==> src/lrc_pkg.sv <==
// lrc_pkg: constants, field layout and types of the LED current and ramp control block.
// assumes one system clock; the PWM clock arrives as a pin and is sampled, not clocked on.
package lrc_pkg;

  // ----------------------------------------------------------------
  // register addresses (7-bit command address)
  // ----------------------------------------------------------------
  localparam logic [6:0] ADDR_CONFIG     = 7'h10;
  localparam logic [6:0] ADDR_RAMP_DOWN  = 7'h11;
  localparam logic [6:0] ADDR_RAMP_UP    = 7'h12;
  localparam logic [6:0] ADDR_SEL_LOW    = 7'h13;
  localparam logic [6:0] ADDR_SEL_HIGH   = 7'h14;
  localparam logic [6:0] ADDR_FULL_SCALE = 7'h15;

  // ----------------------------------------------------------------
  // field positions
  // ----------------------------------------------------------------
  localparam int FADE_LSB          = 0;
  localparam int HOLD_LSB          = 3;
  localparam int RAMP_UP_LSB       = 0;
  localparam int CODE_W            = 3;
  localparam int CFG_RUN_BIT       = 0;
  localparam int CFG_CSWAKE_BIT    = 1;
  localparam int CFG_RAMPUP_EN_BIT = 2;
  localparam int CFG_ST_HOLD_BIT   = 3;
  localparam int CFG_ST_FADE_BIT   = 4;
  localparam int CFG_ST_RAMP_BIT   = 5;

  // ----------------------------------------------------------------
  // sizes and reset values
  // ----------------------------------------------------------------
  localparam int                NUM_PORTS      = 10;
  localparam int                SEL_LOW_PORTS  = 8;
  localparam int                LEVEL_W        = 5;
  localparam logic [2:0]        FULL_SCALE_RST = 3'h7;
  localparam logic [9:0]        SEL_RST        = 10'h000;
  localparam logic [5:0]        RAMP_DOWN_RST  = 6'h00;
  localparam logic [2:0]        RAMP_UP_RST    = 3'h0;
  localparam logic              CSWAKE_RST     = 1'b0;
  localparam logic              RAMPUP_EN_RST  = 1'b0;
  localparam logic [2:0]        DAC_MAX        = 3'h7;
  localparam logic [2:0]        DAC_MIN        = 3'h0;
  localparam int                STEPS_LOG2     = 3;

  // ----------------------------------------------------------------
  // timing: shortest phase (code 1) lasts 1/16 s of the PWM clock
  // ----------------------------------------------------------------
  localparam int PWM_CLK_HZ   = 32768;
  localparam int BASE_TIME_US = 62500;
  localparam int BASE_TICKS   = (BASE_TIME_US * PWM_CLK_HZ) / 1000000;
  localparam int DUR_W        = 18;

  typedef enum logic [2:0] {
    SEQ_RUN,
    SEQ_HOLD,
    SEQ_FADE,
    SEQ_SHUT,
    SEQ_RAMP
  } lrc_seq_t;

endpackage : lrc_pkg

==> src/lrc_top.sv <==
// lrc_top: register file, shutdown/wake sequencer and per-port sink level for ten LED ports.
// assumes the serial frame logic on clk_sys hands over decoded register reads and writes,
// and that pwm_clk and cs_n are raw pins from outside this clock domain.
`timescale 1ns/1ps

module lrc_top
  import lrc_pkg::*;
#(
  parameter logic [DUR_W-1:0] BASE_TICKS_P = DUR_W'(BASE_TICKS)
) (
  input  wire logic                         clk_sys,
  input  wire logic                         rst,
  input  wire logic [6:0]                   reg_addr,
  input  wire logic [7:0]                   reg_wdata,
  input  wire logic                         reg_wr,
  input  wire logic                         reg_rd,
  output logic      [7:0]                   reg_rdata,
  output logic                              reg_rvalid,
  input  wire logic                         pwm_clk,
  input  wire logic                         cs_n,
  output logic      [NUM_PORTS*LEVEL_W-1:0] port_sink_level,
  output logic      [2:0]                   fade_level,
  output logic                              shutdown_active
);

  // ----------------------------------------------------------------
  // pin synchronisers and edge detection
  // ----------------------------------------------------------------
  logic pwm_meta_reg, pwm_sync_reg, pwm_last_reg;
  logic cs_meta_reg,  cs_sync_reg,  cs_last_reg;
  logic pwm_meta_next, pwm_sync_next, pwm_last_next;
  logic cs_meta_next,  cs_sync_next,  cs_last_next;
  logic pwm_tick;
  logic cs_fall;

  // the meta stage feeds only the sync stage; edges are taken one stage later
  always_comb begin
    pwm_meta_next = pwm_clk;
    pwm_sync_next = pwm_meta_reg;
    pwm_last_next = pwm_sync_reg;
    cs_meta_next  = cs_n;
    cs_sync_next  = cs_meta_reg;
    cs_last_next  = cs_sync_reg;
  end

  always_ff @(posedge clk_sys) begin
    if (rst) begin
      pwm_meta_reg <= 1'b0;
      pwm_sync_reg <= 1'b0;
      pwm_last_reg <= 1'b0;
      cs_meta_reg  <= 1'b1;
      cs_sync_reg  <= 1'b1;
      cs_last_reg  <= 1'b1;
    end else begin
      pwm_meta_reg <= pwm_meta_next;
      pwm_sync_reg <= pwm_sync_next;
      pwm_last_reg <= pwm_last_next;
      cs_meta_reg  <= cs_meta_next;
      cs_sync_reg  <= cs_sync_next;
      cs_last_reg  <= cs_last_next;
    end
  end

  assign pwm_tick = pwm_sync_reg & ~pwm_last_reg;
  assign cs_fall  = ~cs_sync_reg & cs_last_reg;

  // ----------------------------------------------------------------
  // host registers
  // ----------------------------------------------------------------
  logic [NUM_PORTS-1:0] sel_reg,       sel_next;
  logic [2:0]           iset_reg,      iset_next;
  logic [5:0]           ramp_down_reg, ramp_down_next;
  logic [2:0]           ramp_up_reg,   ramp_up_next;
  logic                 cswake_reg,    cswake_next;
  logic                 rampup_en_reg, rampup_en_next;
  logic                 cfg_wr;

  assign cfg_wr = reg_wr && (reg_addr == ADDR_CONFIG);

  // plain stores; the sequencer reads them, the outputs pick them up on a tick
  always_comb begin
    sel_next       = sel_reg;
    iset_next      = iset_reg;
    ramp_down_next = ramp_down_reg;
    ramp_up_next   = ramp_up_reg;
    cswake_next    = cswake_reg;
    rampup_en_next = rampup_en_reg;
    if (reg_wr) begin
      case (reg_addr)
        ADDR_SEL_LOW:    sel_next[SEL_LOW_PORTS-1:0] = reg_wdata;
        ADDR_SEL_HIGH:   sel_next[NUM_PORTS-1:SEL_LOW_PORTS] = reg_wdata[1:0];
        ADDR_FULL_SCALE: iset_next = reg_wdata[2:0];
        ADDR_RAMP_DOWN:  ramp_down_next = reg_wdata[5:0];
        ADDR_RAMP_UP:    ramp_up_next = reg_wdata[RAMP_UP_LSB +: CODE_W];
        ADDR_CONFIG: begin
          cswake_next    = reg_wdata[CFG_CSWAKE_BIT];
          rampup_en_next = reg_wdata[CFG_RAMPUP_EN_BIT];
        end
        default: ;
      endcase
    end
  end

  always_ff @(posedge clk_sys) begin
    if (rst) begin
      sel_reg       <= SEL_RST;
      iset_reg      <= FULL_SCALE_RST;
      ramp_down_reg <= RAMP_DOWN_RST;
      ramp_up_reg   <= RAMP_UP_RST;
      cswake_reg    <= CSWAKE_RST;
      rampup_en_reg <= RAMPUP_EN_RST;
    end else begin
      sel_reg       <= sel_next;
      iset_reg      <= iset_next;
      ramp_down_reg <= ramp_down_next;
      ramp_up_reg   <= ramp_up_next;
      cswake_reg    <= cswake_next;
      rampup_en_reg <= rampup_en_next;
    end
  end

  // ----------------------------------------------------------------
  // duration helpers
  // ----------------------------------------------------------------
  // code n lasts base << (n-1) ticks; code 0 means the phase is skipped
  function automatic logic [DUR_W-1:0] dur_of(input logic [2:0] code);
    logic [DUR_W-1:0] d;
    d = BASE_TICKS_P << (code - 3'h1);
    return (code == 3'h0) ? '0 : d;
  endfunction : dur_of

  // a fade or ramp has eight dac steps; tiny bases never give a zero step
  function automatic logic [DUR_W-1:0] step_of(input logic [2:0] code);
    logic [DUR_W-1:0] s;
    s = dur_of(code) >> STEPS_LOG2;
    return (s == '0) ? DUR_W'(1) : s;
  endfunction : step_of

  // ----------------------------------------------------------------
  // shutdown / wake sequencer
  // ----------------------------------------------------------------
  lrc_seq_t         state_reg,  state_next;
  logic [DUR_W-1:0] timer_reg,  timer_next;
  logic [DUR_W-1:0] target_reg, target_next;
  logic [2:0]       dac_reg,    dac_next;
  logic [2:0]       hold_code, fade_code;
  logic             timer_done;
  logic             want_shut, want_wake, use_ramp;

  assign hold_code  = ramp_down_reg[HOLD_LSB +: CODE_W];
  assign fade_code  = ramp_down_reg[FADE_LSB +: CODE_W];
  assign timer_done = (timer_reg + DUR_W'(1)) >= target_reg;
  // a single config write with run cleared starts the whole descent
  assign want_shut  = cfg_wr && !reg_wdata[CFG_RUN_BIT] &&
                      (state_reg == SEQ_RUN || state_reg == SEQ_RAMP);
  assign want_wake  = (state_reg == SEQ_SHUT) &&
                      ((cfg_wr && reg_wdata[CFG_RUN_BIT]) || (cs_fall && cswake_reg));
  // the write that wakes the block also chooses whether it ramps
  assign use_ramp   = (cfg_wr ? reg_wdata[CFG_RAMPUP_EN_BIT] : rampup_en_reg) &&
                      (ramp_up_reg != 3'h0);

  always_comb begin
    state_next  = state_reg;
    timer_next  = timer_reg;
    target_next = target_reg;
    dac_next    = dac_reg;
    case (state_reg)
      SEQ_RUN, SEQ_RAMP: begin
        if (want_shut) begin
          timer_next = '0;
          if (hold_code != 3'h0) begin
            state_next  = SEQ_HOLD;
            target_next = dur_of(hold_code);
          end else if (fade_code != 3'h0) begin
            state_next  = SEQ_FADE;
            target_next = step_of(fade_code);
            dac_next    = DAC_MAX;
          end else begin
            state_next = SEQ_SHUT;
            dac_next   = DAC_MIN;
          end
        end else if (state_reg == SEQ_RAMP && pwm_tick) begin
          if (timer_done) begin
            timer_next = '0;
            if (dac_reg == DAC_MAX) begin
              state_next = SEQ_RUN;
            end else begin
              dac_next = dac_reg + 3'h1;
            end
          end else begin
            timer_next = timer_reg + DUR_W'(1);
          end
        end
      end
      SEQ_HOLD: begin
        // outputs keep the dac level they had on entry while the hold-off runs; a cut-short ramp leaves it below full
        if (pwm_tick) begin
          if (timer_done) begin
            timer_next = '0;
            if (fade_code != 3'h0) begin
              state_next  = SEQ_FADE;
              target_next = step_of(fade_code);
              dac_next    = DAC_MAX;
            end else begin
              state_next = SEQ_SHUT;
              dac_next   = DAC_MIN;
            end
          end else begin
            timer_next = timer_reg + DUR_W'(1);
          end
        end
      end
      SEQ_FADE: begin
        if (pwm_tick) begin
          if (timer_done) begin
            timer_next = '0;
            if (dac_reg == DAC_MIN) begin
              state_next = SEQ_SHUT;
            end else begin
              dac_next = dac_reg - 3'h1;
            end
          end else begin
            timer_next = timer_reg + DUR_W'(1);
          end
        end
      end
      SEQ_SHUT: begin
        if (want_wake) begin
          timer_next = '0;
          if (use_ramp) begin
            state_next  = SEQ_RAMP;
            target_next = step_of(ramp_up_reg);
            dac_next    = DAC_MIN;
          end else begin
            state_next = SEQ_RUN;
            dac_next   = DAC_MAX;
          end
        end
      end
      default: begin
        state_next = SEQ_RUN;
        dac_next   = DAC_MAX;
      end
    endcase
  end

  always_ff @(posedge clk_sys) begin
    if (rst) begin
      state_reg  <= SEQ_RUN;
      timer_reg  <= '0;
      target_reg <= DUR_W'(1);
      dac_reg    <= DAC_MAX;
    end else begin
      state_reg  <= state_next;
      timer_reg  <= timer_next;
      target_reg <= target_next;
      dac_reg    <= dac_next;
    end
  end

  // ----------------------------------------------------------------
  // per-port sink level and fade level, updated on PWM ticks only; shutdown flag on every cycle
  // ----------------------------------------------------------------
  // the ramp dac sets the master reference, so the full-scale code clips it:
  // a low full scale keeps the current flat until the dac falls below it
  logic [2:0]         eff_code;
  logic [LEVEL_W-1:0] unit_level;
  logic [LEVEL_W-1:0] level_reg  [NUM_PORTS];
  logic [LEVEL_W-1:0] level_next [NUM_PORTS];
  logic [2:0]         fade_reg,  fade_next;
  logic               shut_reg,  shut_next;

  assign eff_code   = (iset_reg < dac_reg) ? iset_reg : dac_reg;
  assign unit_level = LEVEL_W'(eff_code) + LEVEL_W'(1);

  genvar p;
  generate
    for (p = 0; p < NUM_PORTS; p = p + 1) begin : g_port
      // level in 1.25mA units: half = unit, full = twice unit
      always_comb begin
        level_next[p] = level_reg[p];
        if (pwm_tick) begin
          if (state_reg == SEQ_SHUT) begin
            level_next[p] = '0;
          end else if (sel_reg[p]) begin
            level_next[p] = unit_level << 1;
          end else begin
            level_next[p] = unit_level;
          end
        end
      end

      always_ff @(posedge clk_sys) begin
        if (rst) begin
          level_reg[p] <= '0;
        end else begin
          level_reg[p] <= level_next[p];
        end
      end

      assign port_sink_level[p*LEVEL_W +: LEVEL_W] = level_reg[p];
    end
  endgenerate

  always_comb begin
    fade_next = pwm_tick ? dac_reg : fade_reg;
    shut_next = (state_reg == SEQ_SHUT);
  end

  always_ff @(posedge clk_sys) begin
    if (rst) begin
      fade_reg <= DAC_MAX;
      shut_reg <= 1'b0;
    end else begin
      fade_reg <= fade_next;
      shut_reg <= shut_next;
    end
  end

  assign fade_level      = fade_reg;
  assign shutdown_active = shut_reg;

  // ----------------------------------------------------------------
  // read port: one cycle latency, unmapped addresses read zero
  // ----------------------------------------------------------------
  logic [7:0] rdata_reg,  rdata_next;
  logic       rvalid_reg, rvalid_next;

  always_comb begin
    rdata_next  = rdata_reg;
    rvalid_next = reg_rd;
    if (reg_rd) begin
      case (reg_addr)
        ADDR_SEL_LOW:    rdata_next = sel_reg[SEL_LOW_PORTS-1:0];
        ADDR_SEL_HIGH:   rdata_next = {6'h00, sel_reg[NUM_PORTS-1:SEL_LOW_PORTS]};
        ADDR_FULL_SCALE: rdata_next = {5'h00, iset_reg};
        ADDR_RAMP_DOWN:  rdata_next = {2'h0, ramp_down_reg};
        ADDR_RAMP_UP:    rdata_next = {5'h00, ramp_up_reg};
        ADDR_CONFIG: begin
          rdata_next = 8'h00;
          rdata_next[CFG_RUN_BIT]       = (state_reg == SEQ_RUN) || (state_reg == SEQ_RAMP);
          rdata_next[CFG_CSWAKE_BIT]    = cswake_reg;
          rdata_next[CFG_RAMPUP_EN_BIT] = rampup_en_reg;
          rdata_next[CFG_ST_HOLD_BIT]   = (state_reg == SEQ_HOLD);
          rdata_next[CFG_ST_FADE_BIT]   = (state_reg == SEQ_FADE);
          rdata_next[CFG_ST_RAMP_BIT]   = (state_reg == SEQ_RAMP);
        end
        default: rdata_next = 8'h00;
      endcase
    end
  end

  always_ff @(posedge clk_sys) begin
    if (rst) begin
      rdata_reg  <= 8'h00;
      rvalid_reg <= 1'b0;
    end else begin
      rdata_reg  <= rdata_next;
      rvalid_reg <= rvalid_next;
    end
  end

  assign reg_rdata  = rdata_reg;
  assign reg_rvalid = rvalid_reg;

endmodule : lrc_top

==> config.mk <==
export PLATFORM = sky130hd
export DESIGN_NAME = lrc_top
export DESIGN_NICKNAME = d
export VERILOG_FILES = /design/src/lrc_pkg.sv /design/src/lrc_top.sv
export SDC_FILE = /design/constraint.sdc
export NUM_CORES = 1
export LEC_CHECK = 0
export BUFFER_PORTS_ARGS = -buffer_cell sky130_fd_sc_hd__buf_2
export CAP_MARGIN = 40
export CORE_ASPECT_RATIO = 1.1
export CORE_UTILIZATION = 53
export CTS_CLUSTER_SIZE = 24
export DETAILED_ROUTE_END_ITERATION = 8
export GPL_TIMING_DRIVEN = 0
export PLACE_DENSITY = 0.77
export SLEW_MARGIN = 20
export SYNTH_ARGS = -nofsm -noshare
export SYNTH_HDL_FRONTEND = slang
export SYNTH_SLANG_ARGS = --single-unit
==> constraint.sdc <==
create_clock -name clk_sys -period 3.6 [get_ports clk_sys]
set_clock_uncertainty 0.1 [all_clocks]
set_input_delay 0.72 -clock clk_sys [delete_from_list [all_inputs] [get_ports clk_sys]]
set_output_delay 0.72 -clock clk_sys [all_outputs]
set_load 0.05 [all_outputs]
==> impl_results.md <==
* Worst R2R Start: timer_reg[1]$_SDFFE_PP0P_
* Longest Clk Path Bufs at 2
* Sequential-to-total area share from yosys stat at 0.386
* Initial detailed-routing violation count at about 570
* Core Region at 12,800 um^2
* FF-to-FF path depth at 15
* Total negative setup slack at 0 ns
* Yosys cell types at 66
* R2r endpoint: timer_reg[10]$_SDFFE_PP0P_
* Largest delay share family, worst path: compound AO/OA/AOI/OAI gates
* Die area at between 10,000 and 15,000 um^2
* Total chip power at approximately 3.5 mW
* Total Wirelength at ~20,000 um
* Core Rows at 43
* Placed cell area at 7600 um^2
* Ys async rst share at 0
* Crit. End Element: register
* DRT Pass-1 Iters at 5
* First-pass GRT wire length at 31,500 um
* Grt met3 use at 0.0652
* Layout Cells excl Fill at 1,112
* Gr usage total at 0.297
* Max reg flops at 50
* Routed via count at 6,726
* Worst setup margin at about 0.18 ns
* Placer Congestion at 0.909
* Pre-CTS WS at -0.732 ns
* CP max stage cell: dfxtp_1
* Grt peak-use layer: met2
* Max cap viols at 0
* Final HPWL DP at 14,100 um
* Nets at 991
* Bufs and invs on worst path at 2
* Average size of a mapped cell at 8.36 um^2
* Hold/Removal Path Class: reg2reg
* R2r setup slk at 0.18 ns
* Die width at 112 um
* Syn-to-layout area delta at 18.8%
* Worst-path maximum fanout at 10
* DP Cell Count at 1,075
* Tcrit/Tclk final at 0.951
* WP data arrival at roughly 3.7 ns
* ANT cells at 0
* Routed Antenna Nets at 0
* Share of layout cells above drive strength 1 at 0.174
* Max Slew Vio Count at 0
* # H-tree levels at 4
* Cell Area, Synth at 7000 um^2
* Num CTS Buffers at 17
* Primary FF master, synth: dfxtp_1
* CP peak stage delay at 0.41 ns
* Seq cells post-synth at 135
* Final Hold Fails at 0
* IO Count at 84
* Die outline height at 123 um
* Worst IR Drop VDD at approximately 0.32 mV
* Syn nets at 887
* Critical path depth at 15
* Initial antenna violation count at 0
* Core Util, Final at 0.653
* Worst-path clk slew at 0.06 ns
* Startpoint types: register
* Clock sink count at 135
* Largest net degree at the start of global routing at 17
* Starting Density at 0.549
* Root Buffer: clkbuf_16
* Worst Setup SP: timer_reg[1]$_SDFFE_PP0P_
* Post-synth EDFFs at 0
* Rel. slew slack at 0.475
* Pwr dens at 416 nW/um^2
* Crit-path cells: ha_4 > nand3_2 > nor2_4 > and3_4 > nand3_1 > xnor2_1 > ha_1 > a41oi_1 > o21ai_0 > a21oi_1 > o21a_1 > clkbuf_2 > buf_2 > nand4_1 > a21oi_1
* GRT overflow at 0
* Setup-failing EPs final at 0
* Period minus WS final at 3.42 ns
* Number of port buffers at 79
* WL per Instance at 17.6 um
* Hold_buf cts at 0
* Syn. warnings at 0
* M2 GR Usage at 0.532
* TritonCTS clock tree: done
* Critical path's most frequent cell: a21oi_1
* Status: finished clean
* Via density at between 6 and 7
* Vias in the first global route at between 6,000 and 7,000
* Design area at ~8300 um^2
* Worst Tran Pin Value at slightly below 0.8 ns
* Leakage power figure at 3.36 nW
* Achievable Freq at 292 MHz
* Final hold slack at 0.309 ns
* Crit Path Class: reg2reg
* Number of remaining DRC errors at 0
* CP required at 3.86 ns
* Gate Count Post-Synth at 838
* Clock latency on the worst-skew pair at 0.43 ns
* CP endpoint: timer_reg[10]$_SDFFE_PP0P_
* M1 GR Usage at 0.335
-- power by group --
group	internal [mW]	switching (mW)
clock network	1.05	0.722
logic	0.0449	0.127
registers	1.51	0.00753
total	2.61	0.857
-- routing by layer --
layer	part of all wire	vias to the layer above	wire, um
met5	0	-	0
met4	0.037	0	727
met3	0.062	61	1210
met2	0.49	252	9660
met1	0.41	3168	8030
li1	-	3245	-
-- worst min path at each step --
stage                            from  depth (start not counted)                      end
6_report       cs_meta_reg$_SDFF_PP1_                          1  cs_last_next$_SDFF_PP1_
5_1_grt        cs_meta_reg$_SDFF_PP1_                          1  cs_last_next$_SDFF_PP1_
4_1_cts        cs_meta_reg$_SDFF_PP1_                          1  cs_last_next$_SDFF_PP1_
3_5_place_dp   cs_meta_reg$_SDFF_PP1_                          1  cs_last_next$_SDFF_PP1_
3_3_place_gp   cs_meta_reg$_SDFF_PP1_                          1  cs_last_next$_SDFF_PP1_
2_1_floorplan  cs_meta_reg$_SDFF_PP1_                          1  cs_last_next$_SDFF_PP1_
-- worst reg2reg max path, cell delays in order (launching register included) --
cell	delay, ns
dfxtp_1	0.41
ha_4	0.18
nand3_2	0.13
nor2_4	0.13
and3_4	0.24
nand3_1	0.12
xnor2_1	0.22
ha_1	0.27
a41oi_1	0.17
o21ai_0	0.10
a21oi_1	0.25
o21a_1	0.18
clkbuf_2	0.26
buf_2	0.29
nand4_1	0.13
a21oi_1	0.16
-- layout by cell type, fill, tap and decap left out, types with 5 or more instances in the layout --
| cell | netlist | layout |
|---|---|---|
| clkbuf_1 | 55 | 50 |
| nand2b_1 | 11 | 11 |
| o31ai_1 | 5 | 5 |
| nand4_1 | 21 | 21 |
| and3_1 | 8 | 7 |
| dfxtp_1 | 135 | 134 |
| xor2_1 | 7 | 7 |
| inv_6 | 0 | 5 |
| clkbuf_16 | 0 | 17 |
| inv_1 | 42 | 42 |
| mux2i_1 | 31 | 31 |
| a22oi_1 | 22 | 22 |
| buf_4 | 1 | 8 |
| a31oi_1 | 15 | 15 |
| o21ai_0 | 32 | 28 |
| nand2_1 | 52 | 52 |
| a2bb2oi_1 | 10 | 10 |
| nand3_1 | 36 | 34 |
| nor3_1 | 22 | 20 |
| a21oi_1 | 43 | 43 |
| o22ai_1 | 11 | 11 |
| nor2b_1 | 11 | 11 |
| o32ai_1 | 5 | 5 |
| o211ai_1 | 8 | 8 |
| a32oi_1 | 10 | 10 |
| xnor2_1 | 10 | 10 |
| buf_1 | 5 | 5 |
| or2_2 | 5 | 5 |
| nor2_1 | 101 | 100 |
| ha_1 | 28 | 27 |
| a211oi_1 | 16 | 15 |
| buf_2 | 8 | 88 |
-- cell usage after synthesis (all sizes together) (15+ instances only) --
library cell / number / area share
dfxtp: 135 / 0.39
nor2: 101 / 0.054
clkbuf: 55 / 0.029
nand2: 52 / 0.028
a21oi: 43 / 0.031
inv: 42 / 0.023
nand3: 36 / 0.026
o21ai: 33 / 0.024
mux2i: 31 / 0.044
ha: 28 / 0.050
nor3: 24 / 0.019
a22oi: 22 / 0.024
nand4: 21 / 0.019
buf: 17 / 0.014
a211oi: 16 / 0.017
a31oi: 15 / 0.013
-- cell families (layout without fill, tap and decap cells) --
| group | after synthesis | count (layout) | synth area share |
|---|---|---|---|
| xor gates and xnor gates | 17 | 17 | 0.0213 |
| AOI/OAI and AO/OA | 208 | 208 | 0.202 |
| and+or+nand+nor | 297 | 297 | 0.212 |
| DFF | 135 | 135 | 0.386 |
| muxes | 39 | 39 | 0.0620 |
| adders and majority gates | 28 | 28 | 0.0500 |
| buffers and inverters | 114 | 231 | 0.0663 |
-- timing repair --
action | CTS | global route
endpoints found under the hold margin | 0 | 0
pin swaps | 2 | 1
resized for setup | 15 | 13
endpoints found under the setup margin | 42 | 41
buffers inserted | 2 | 4
-- cell type report --
type                    instances  area [um^2]
fillers                      1112         4430
multi-input cells             589         3910
flip-flops and latches        135         2700
repair buffers                 86          445
clock buffers                  18          439
plain buffers                  71          310
well taps                     157          196
clock inverters                14          161
inverters                      42          158
(Power assumes the default switching activity.)
